## src/rtl/switch_cfg_defs.vh

```
// Purpose: Shared constants for the switch configuration block
// Assumes: Serial register offsets and field layouts are local choices
// Notes: Included by the top module and its timer
`ifndef SWITCH_CFG_DEFS_VH
`define SWITCH_CFG_DEFS_VH

// Clock and termination pulse timing
// 100 ms at 100 MHz, sized to fit the 24-bit timer exactly
`define TERM_PULSE_CYCLES 24'h989680
`define TERM_TIMER_W 24

// Slave address: fixed upper bits, straps below
`define DEV_ADDR_UPPER 4'h9

// Switching mode encodings
`define MODE_QUAD 2'h0
`define MODE_DUAL 2'h1
`define MODE_SINGLE 2'h2
`define MODE_BAD 2'h3

// Serial register offsets
`define REG_FAST_MODES 8'h00
`define REG_AUX_MODES 8'h01
`define REG_PULSE_LO 8'h02
`define REG_PULSE_HI 8'h03
`define REG_RX_SET 8'h04
`define REG_BOOST 8'h05
`define REG_TX_SET 8'h06

// Field positions
`define FLD_DRIVE_EN 7
`define FLD_MODE_HI 5
`define FLD_MODE_LO 4
`define FLD_CHAN_HI 3
`define FLD_CHAN_LO 0
`define FLD_TERM_OFF 0
`define FLD_OTERM 0
`define FLD_OCUR 1
`define FLD_OBOOST_HI 3
`define FLD_OBOOST_LO 2

// Reset values
`define RST_MODE 2'h0
`define RST_CHAN 4'h0
`define RST_PULSE 16'h0000
`define RST_BOOST 8'h00
`define RST_OBOOST 2'h0
`define RST_BIT 1'h0

`endif

```

## src/rtl/pin_sync.v

```verilog
// Purpose: Two-stage synchroniser for a group of slow control pins
// Assumes: Pins change rarely and each bit is independent
// Notes: First stage is read only by the second stage
`timescale 1ns/1ps
`default_nettype none

module pin_sync #(
    parameter WIDTH = 1
) (
    // Clock and reset
    input wire ref_clk,
    input wire rst_b,
    // Pins in, synchronised levels out
    input wire [WIDTH-1:0] pin_in,
    output wire [WIDTH-1:0] pin_out
);

    genvar i;
    generate
        for (i = 0; i < WIDTH; i = i + 1) begin : g_bit
            reg stage1;
            reg stage2;
            // One flip-flop pair per pin
            always @(posedge ref_clk) begin
                if (!rst_b) begin
                    stage1 <= 1'b0;
                    stage2 <= 1'b0;
                end else begin
                    stage1 <= pin_in[i];
                    stage2 <= stage1;
                end
            end
            assign pin_out[i] = stage2;
        end
    endgenerate

endmodule // pin_sync

`default_nettype wire

```

## src/rtl/term_pulse_timer.v

```verilog
// Purpose: Times the input termination disconnect after a source switch
// Assumes: Start is a one-cycle pulse on the same clock
// Notes: A new start during a pulse restarts the full interval
`timescale 1ns/1ps
`default_nettype none
`include "switch_cfg_defs.vh"

module term_pulse_timer #(
    parameter [`TERM_TIMER_W-1:0] CYCLES = `TERM_PULSE_CYCLES
) (
    // Clock and reset
    input wire ref_clk,
    input wire rst_b,
    // Trigger and window
    input wire start,
    output reg active
);

    reg [`TERM_TIMER_W-1:0] remain;

    // Down counter; window closes one cycle after it reaches zero
    always @(posedge ref_clk) begin
        if (!rst_b) begin
            remain <= {`TERM_TIMER_W{1'b0}};
            active <= 1'b0;
        end else if (start) begin
            remain <= CYCLES - 1'b1;
            active <= 1'b1;
        end else if (remain != {`TERM_TIMER_W{1'b0}}) begin
            remain <= remain - 1'b1;
        end else begin
            active <= 1'b0;
        end
    end

endmodule // term_pulse_timer

`default_nettype wire

```

## src/rtl/switch_cfg_ctrl.v

```verilog
// Purpose: Arbitrates switch settings between parallel pins and serial
// Assumes: A byte engine on ref_clk decodes the two-wire bus for us
// Notes: Serial takeover is sticky until rst_b is pulled low
`timescale 1ns/1ps
`default_nettype none
`include "switch_cfg_defs.vh"

module switch_cfg_ctrl #(
    parameter [`TERM_TIMER_W-1:0] TERM_PULSE_CYCLES = `TERM_PULSE_CYCLES
) (
    // Clock and reset
    input wire ref_clk,
    input wire rst_b,
    // Parallel control pins
    input wire [1:0] pin_group_select,
    input wire pin_global_boost,
    input wire pin_output_term,
    input wire pin_output_current,
    input wire [1:0] pin_output_boost,
    input wire pin_output_drive_enable,
    // Slave address straps
    input wire addr_strap_bit0,
    input wire addr_strap_bit1,
    input wire addr_strap_bit2,
    // Serial byte port from the bus engine
    input wire ser_addr_valid,
    input wire [6:0] ser_dev_addr,
    input wire ser_wr_valid,
    input wire [7:0] ser_wr_reg,
    input wire [7:0] ser_wr_data,
    input wire [7:0] ser_rd_reg,
    output reg ser_addr_match,
    output reg [7:0] ser_rd_data,
    // Routing settings
    output reg [1:0] fast_mode,
    output reg [3:0] fast_channel,
    output reg [1:0] aux_mode,
    output reg [3:0] aux_channel,
    // Input side settings
    output reg [15:0] input_term_connect,
    output reg [7:0] input_boost_select,
    // Output side settings
    output reg output_term_on,
    output reg output_current_select,
    output reg [1:0] output_boost_level,
    output reg output_drive_enable,
    // Status
    output reg serial_locked
);

    // Synchronised pins
    wire [7:0] pins_sync;
    wire [2:0] strap_sync;
    wire [1:0] s_group;
    wire s_boost;
    wire s_oterm;
    wire s_ocur;
    wire [1:0] s_oboost;
    wire s_oen;
    wire [6:0] own_addr;
    wire addr_hit;
    wire wr_take;
    wire pulse_active;

    // Serial register file
    reg [1:0] reg_fast_mode;
    reg [3:0] reg_fast_chan;
    reg [1:0] reg_aux_mode;
    reg [3:0] reg_aux_chan;
    reg [15:0] reg_pulse_en;
    reg reg_term_off;
    reg [7:0] reg_boost;
    reg reg_oterm;
    reg reg_ocur;
    reg [1:0] reg_oboost;
    reg reg_oen;
    reg selected;

    // Next values of the effective settings
    reg [1:0] next_fast_mode;
    reg [3:0] next_fast_channel;
    reg [1:0] next_aux_mode;
    reg [3:0] next_aux_channel;
    reg [15:0] next_input_term_connect;
    reg [7:0] next_input_boost_select;
    reg next_output_term_on;
    reg next_output_current_select;
    reg [1:0] next_output_boost_level;
    reg next_output_drive_enable;
    reg [7:0] next_ser_rd_data;
    reg switch_event;

    // Pins cross from outside the clock domain
    pin_sync #(
        .WIDTH(8)
    ) u_pin_sync (
        .ref_clk(ref_clk),
        .rst_b(rst_b),
        .pin_in({pin_group_select, pin_global_boost, pin_output_term,
            pin_output_current, pin_output_boost, pin_output_drive_enable}),
        .pin_out(pins_sync)
    );

    pin_sync #(
        .WIDTH(3)
    ) u_strap_sync (
        .ref_clk(ref_clk),
        .rst_b(rst_b),
        .pin_in({addr_strap_bit2, addr_strap_bit1, addr_strap_bit0}),
        .pin_out(strap_sync)
    );

    assign s_group = pins_sync[7:6];
    assign s_boost = pins_sync[5];
    assign s_oterm = pins_sync[4];
    assign s_ocur = pins_sync[3];
    assign s_oboost = pins_sync[2:1];
    assign s_oen = pins_sync[0];

    // Own address; straps let eight devices share one bus
    assign own_addr = {`DEV_ADDR_UPPER, strap_sync};
    assign addr_hit = ser_addr_valid && (ser_dev_addr == own_addr);

    // Only whole bytes for this device are taken
    assign wr_take = ser_wr_valid && selected;

    // Device selection per frame and the sticky takeover
    always @(posedge ref_clk) begin
        if (!rst_b) begin
            selected <= 1'b0;
            serial_locked <= 1'b0;
            ser_addr_match <= 1'b0;
        end else begin
            ser_addr_match <= addr_hit;
            if (ser_addr_valid) begin
                selected <= addr_hit;
            end
            // Never cleared here; only reset releases the pins
            if (addr_hit) begin
                serial_locked <= 1'b1;
            end
        end
    end

    // Serial registers track the pins until takeover, so that the
    // first serial frame starts from what the pins had set
    always @(posedge ref_clk) begin
        if (!rst_b) begin
            reg_fast_mode <= `RST_MODE;
            reg_fast_chan <= `RST_CHAN;
            reg_aux_mode <= `RST_MODE;
            reg_aux_chan <= `RST_CHAN;
            reg_pulse_en <= `RST_PULSE;
            reg_term_off <= `RST_BIT;
            reg_boost <= `RST_BOOST;
            reg_oterm <= `RST_BIT;
            reg_ocur <= `RST_BIT;
            reg_oboost <= `RST_OBOOST;
            reg_oen <= `RST_BIT;
        end else if (!serial_locked && !addr_hit) begin
            reg_fast_mode <= `MODE_QUAD;
            reg_fast_chan <= {2'h0, s_group};
            reg_aux_mode <= `MODE_QUAD;
            reg_aux_chan <= {2'h0, s_group};
            reg_pulse_en <= `RST_PULSE;
            reg_term_off <= `RST_BIT;
            reg_boost <= {8{s_boost}};
            reg_oterm <= s_oterm;
            reg_ocur <= s_ocur;
            reg_oboost <= s_oboost;
            reg_oen <= s_oen;
        end else if (wr_take) begin
            // Each register written from a complete byte
            case (ser_wr_reg)
                `REG_FAST_MODES: begin
                    // Reserved mode code keeps the old mode
                    if (ser_wr_data[`FLD_MODE_HI:`FLD_MODE_LO] !=
                        `MODE_BAD) begin
                        reg_fast_mode <=
                            ser_wr_data[`FLD_MODE_HI:`FLD_MODE_LO];
                    end
                    reg_fast_chan <=
                        ser_wr_data[`FLD_CHAN_HI:`FLD_CHAN_LO];
                    reg_oen <= ser_wr_data[`FLD_DRIVE_EN];
                end
                `REG_AUX_MODES: begin
                    if (ser_wr_data[`FLD_MODE_HI:`FLD_MODE_LO] !=
                        `MODE_BAD) begin
                        reg_aux_mode <=
                            ser_wr_data[`FLD_MODE_HI:`FLD_MODE_LO];
                    end
                    reg_aux_chan <= ser_wr_data[`FLD_CHAN_HI:`FLD_CHAN_LO];
                end
                `REG_PULSE_LO: begin
                    reg_pulse_en[7:0] <= ser_wr_data;
                end
                `REG_PULSE_HI: begin
                    reg_pulse_en[15:8] <= ser_wr_data;
                end
                `REG_RX_SET: begin
                    reg_term_off <= ser_wr_data[`FLD_TERM_OFF];
                end
                `REG_BOOST: begin
                    reg_boost <= ser_wr_data;
                end
                `REG_TX_SET: begin
                    reg_oterm <= ser_wr_data[`FLD_OTERM];
                    reg_ocur <= ser_wr_data[`FLD_OCUR];
                    reg_oboost <=
                        ser_wr_data[`FLD_OBOOST_HI:`FLD_OBOOST_LO];
                end
                default: begin
                    // Unmapped offsets are ignored
                end
            endcase
        end
    end

    // Effective settings: pins live before takeover, registers after
    always @* begin
        if (serial_locked) begin
            next_fast_mode = reg_fast_mode;
            next_fast_channel = reg_fast_chan;
            next_aux_mode = reg_aux_mode;
            next_aux_channel = reg_aux_chan;
            next_input_boost_select = reg_boost;
            next_output_term_on = reg_oterm;
            next_output_current_select = reg_ocur;
            next_output_boost_level = reg_oboost;
            next_output_drive_enable = reg_oen;
        end else begin
            // No strobe needed; pin levels pass straight through
            next_fast_mode = `MODE_QUAD;
            next_fast_channel = {2'h0, s_group};
            next_aux_mode = `MODE_QUAD;
            next_aux_channel = {2'h0, s_group};
            next_input_boost_select = {8{s_boost}};
            next_output_term_on = s_oterm;
            next_output_current_select = s_ocur;
            next_output_boost_level = s_oboost;
            next_output_drive_enable = s_oen;
        end
    end

    // A source switch is a change of the fast route while serial
    always @* begin
        switch_event = serial_locked &&
            ((next_fast_channel != fast_channel) ||
            (next_fast_mode != fast_mode));
    end

    // Shared 100 ms window for every pulsed input
    term_pulse_timer #(
        .CYCLES(TERM_PULSE_CYCLES)
    ) u_term_pulse_timer (
        .ref_clk(ref_clk),
        .rst_b(rst_b),
        .start(switch_event),
        .active(pulse_active)
    );

    // Per input termination; pins never disconnect anything
    genvar ch;
    generate
        for (ch = 0; ch < 16; ch = ch + 1) begin : g_term
            always @* begin
                next_input_term_connect[ch] = !(serial_locked &&
                    (reg_term_off ||
                    (reg_pulse_en[ch] && pulse_active)));
            end
        end
    endgenerate

    // Read back of the serial registers only; lock state is not readable
    always @* begin
        case (ser_rd_reg)
            `REG_FAST_MODES: begin
                next_ser_rd_data = {reg_oen, 1'b0, reg_fast_mode,
                    reg_fast_chan};
            end
            `REG_AUX_MODES: begin
                next_ser_rd_data = {2'h0, reg_aux_mode, reg_aux_chan};
            end
            `REG_PULSE_LO: begin
                next_ser_rd_data = reg_pulse_en[7:0];
            end
            `REG_PULSE_HI: begin
                next_ser_rd_data = reg_pulse_en[15:8];
            end
            `REG_RX_SET: begin
                next_ser_rd_data = {7'h00, reg_term_off};
            end
            `REG_BOOST: begin
                next_ser_rd_data = reg_boost;
            end
            `REG_TX_SET: begin
                next_ser_rd_data = {4'h0, reg_oboost, reg_ocur, reg_oterm};
            end
            default: begin
                next_ser_rd_data = 8'h00;
            end
        endcase
    end

    // Output flops; drivers off, output termination off and inputs terminated during reset
    always @(posedge ref_clk) begin
        if (!rst_b) begin
            fast_mode <= `RST_MODE;
            fast_channel <= `RST_CHAN;
            aux_mode <= `RST_MODE;
            aux_channel <= `RST_CHAN;
            input_term_connect <= 16'hFFFF;
            input_boost_select <= `RST_BOOST;
            output_term_on <= `RST_BIT;
            output_current_select <= `RST_BIT;
            output_boost_level <= `RST_OBOOST;
            output_drive_enable <= `RST_BIT;
            ser_rd_data <= 8'h00;
        end else begin
            fast_mode <= next_fast_mode;
            fast_channel <= next_fast_channel;
            aux_mode <= next_aux_mode;
            aux_channel <= next_aux_channel;
            input_term_connect <= next_input_term_connect;
            input_boost_select <= next_input_boost_select;
            output_term_on <= next_output_term_on;
            output_current_select <= next_output_current_select;
            output_boost_level <= next_output_boost_level;
            output_drive_enable <= next_output_drive_enable;
            ser_rd_data <= next_ser_rd_data;
        end
    end

endmodule // switch_cfg_ctrl

`default_nettype wire

```

## config.mk

```make
export PLATFORM = sky130hd
export DESIGN_NAME = switch_cfg_ctrl
export DESIGN_NICKNAME = d
export VERILOG_FILES = /design/src/rtl/pin_sync.v /design/src/rtl/term_pulse_timer.v /design/src/rtl/switch_cfg_ctrl.v
export VERILOG_INCLUDE_DIRS = /design/src /design/src/rtl
export SDC_FILE = /design/constraint.sdc
export NUM_CORES = 1
export LEC_CHECK = 0
export BUFFER_PORTS_ARGS = -buffer_cell sky130_fd_sc_hd__buf_2
export CORE_UTILIZATION = 60
export CTS_CLUSTER_DIAMETER = 30
export DETAILED_ROUTE_END_ITERATION = 16
export PLACE_DENSITY = 0.84
export SYNTH_ARGS = -nofsm -noshare
export SYNTH_HDL_FRONTEND = slang
export SYNTH_SLANG_ARGS = --single-unit
export TNS_END_PERCENT = 5
```

## constraint.sdc

```tcl
create_clock -name ref_clk -period 3.7 [get_ports ref_clk]
set_input_delay 0.37 -clock ref_clk [delete_from_list [all_inputs] [get_ports ref_clk]]
set_output_delay 0.37 -clock ref_clk [all_outputs]
set_load 0.02 [all_outputs]
```

==> metrics.cfg <==
[status]
outcome = finished, final reports clean

[placed_design]
gp_congestion = 0.900
io_buffers = 96
dp_slack_ns = 1.53
dpl.hpwl_um = 8990
place_inst = 764

[timing]
drv_slew = 0
worst_pin_slew_ns = 1.02
skew_ns = 0.00708
grt_setup_unrepaired = no
fmax_mhz = 437
hold_viol_final = 0
maxSlewHeadroom = 0.318
finalSetupViolCount = 0
finalCritPeriodShare = 0.618
finalCriticalPeriod_ns = 2.29
holdWs_ns = 0.0418
fin_ws_ns = 1.41
fin_setup_tns_ns = 0

[setup_path]
cp_max_fo = 26
cp-end-kind = flop
cp.required_ns = 4.13
crit_type = flop to flop
critPathArrivalTime_ns = 2.72
start_kind = flop

[yosys]
syn_avg_cell_area_sq_um = 9.70
netlist_top_cells_count = dfxtp_1, nor2_1, a21oi_1
synthArstFlopShare = 0
yosysSeqAreaShare = 0.498
synthFlopType = dfxtp_1
synth_top_cell_area_share = 0.498
yosys_warnings = 0
synth_top_area_cell = dfxtp_1
synthesis.nets = 632
synth-edff-count = 0
syn_area_sq_mm = 0.00567
synthCells = 584
yosysMostFrequentCell = dfxtp_1
ys_top_cells_by_area = dfxtp_1, mux2i_1, a21oi_1
ys_ff_latch = 141
ys_types = 54

[floorplan]
core_area_sq_mm = 0.00920
rows = 35
start_util = 0.616
die_area_sq_mm = 0.00983
die_x_um = 99.2
io_pins = 97
die_y_um = 99.2

[power]
p_leak_uw = 0.00289
peakVddDrop_v = 0.000442
totalPowerFinal_uw = 4250
power.density_mw_per_mm2 = 627

[cts]
clkTransAtPathRegs_ns = 0.06
cts-root-buf = clkbuf_8
cts_hold_buf = 0
tritoncts = built
cts_resized = 0
post-cts-setup-buffers = 0
htreeDepth = 4
clk_latency_ns = 0.53
cts.path.max_buffers = 2
cts_buffers = 17
numClockSinks = 141

[global_route]
grt_util_all_layers = 0.277
gr-total-overflow = 0
grt_pass1_wl_um = 21200
grt_max_degree = 49
antenna_found_initial = 0
grt_pass1_vias = 4434

[worst_hold_path]
hold_path_class = input pin to flop

[route]
vias = 4695
wl_um = 13100
ant_nets = 0
drc = 0
viasPerCell = 5.90
firstDrtPassIters = 6
drt_iter0_markers = 362
wl_per_cell_um = 16.4

[final_layout]
nFillCells = 631
nets = 720
fin_cells = 796
antennaDiodeCount = 0
ff_latch_area_sq_mm = 0.00282
multi_input_area_sq_mm = 0.00270
areaGrowthSynthToFinish_pct = 19.7
drive_gt1_frac = 0.251

[run]
maxCapViolCount = 0

[stage by stage]
stage,cell area (sq um),util
floorplan,5670,-
global placement,6210,0.675
detailed placement,6210,0.675
CTS,6780,0.738
global route,6780,0.738
finish,6780,0.738
[layout by cell type (no fill, tap or decap), drive strengths merged, types with 8 or more instances in the layout]
cell / synthesis / final
dfxtp: 141 / 141
buf: 7 / 102
nor2: 54 / 54
a21oi: 53 / 53
mux2i: 50 / 50
nand2: 31 / 31
and2: 25 / 25
clkbuf: 26 / 20
and3: 19 / 19
or2: 17 / 17
o21ai: 15 / 15
nor3: 13 / 13
xnor2: 12 / 12
inv: 5 / 10
nor4: 9 / 9
xor2: 8 / 8
nand3: 8 / 8
nand4: 8 / 8
[path summary, 6_finish.rpt]
kind,start,end,slack [ns],cells past startpoint
setup / recovery,serial_locked,reg_fast_mode[0],1.41,4
hold / removal,pin_output_boost[1],u_pin_sync.g_bit[2].stage1,0.04,2
setup reg to reg,serial_locked,reg_fast_mode[0],1.41,4
hold reg to reg,u_pin_sync.g_bit[7].stage1,u_pin_sync.g_bit[7].stage2,0.43,1
[critical path, stage by stage (launching register included)]
cell and delay (ns):
dfxtp_1 0.76, o21bai_1 0.21, buf_4 0.28, nand2_1 0.58
nor3_1 0.37
[cell type report]
type | count | share of cell area
Clock inverter | 12 | 0.0192
Inverter | 5 | 0.00277
Clock buffer | 20 | 0.0657
Multi-Input combinational cell | 405 | 0.398
Tap cell | 111 | 0.0205
Timing Repair Buffer | 102 | 0.0775
Sequential cell | 141 | 0.416
[cell families after synthesis]
logic type                 share of synthesized area
buffers and inverters                         0.0261
xor gates and xnor gates                      0.0309
DFF                                            0.498
muxes                                          0.106
AOI/OAI and AO/OA                              0.108
and+or+nand+nor                                0.227
adders and majority gates                    0.00442
[flip-flops by register name (all words and copies together) (netlist names), 3 cells and up]
signal and count:
fast_channel 4, reg_aux_chan 4, ser_rd_data 8, input_boost_select 8, reg_boost 8, reg_pulse_en 16, u_pin_sync.g_bit.stage2 8, input_term_connect 16
reg_fast_chan 4, u_pin_sync.g_bit.stage1 8, u_strap_sync.g_bit.stage1 3, aux_channel 4, u_strap_sync.g_bit.stage2 3, u_term_pulse_timer.remain 24
[report_power, final]
group / switching [uW] / internal [uW]
clock network: 679 / 947
logic: 507 / 383
registers: 110 / 1620
[layer usage]
layer / up-vias / routed length [um] / global-route usage
li1: 2250 / - / -
met1: 2209 / 5360 / 0.347
met2: 210 / 6530 / 0.467
met3: 26 / 925 / 0.0696
met4: 0 / 241 / 0.0995
met5: - / 0 / 0
Power figures use the tool's default switching activity.
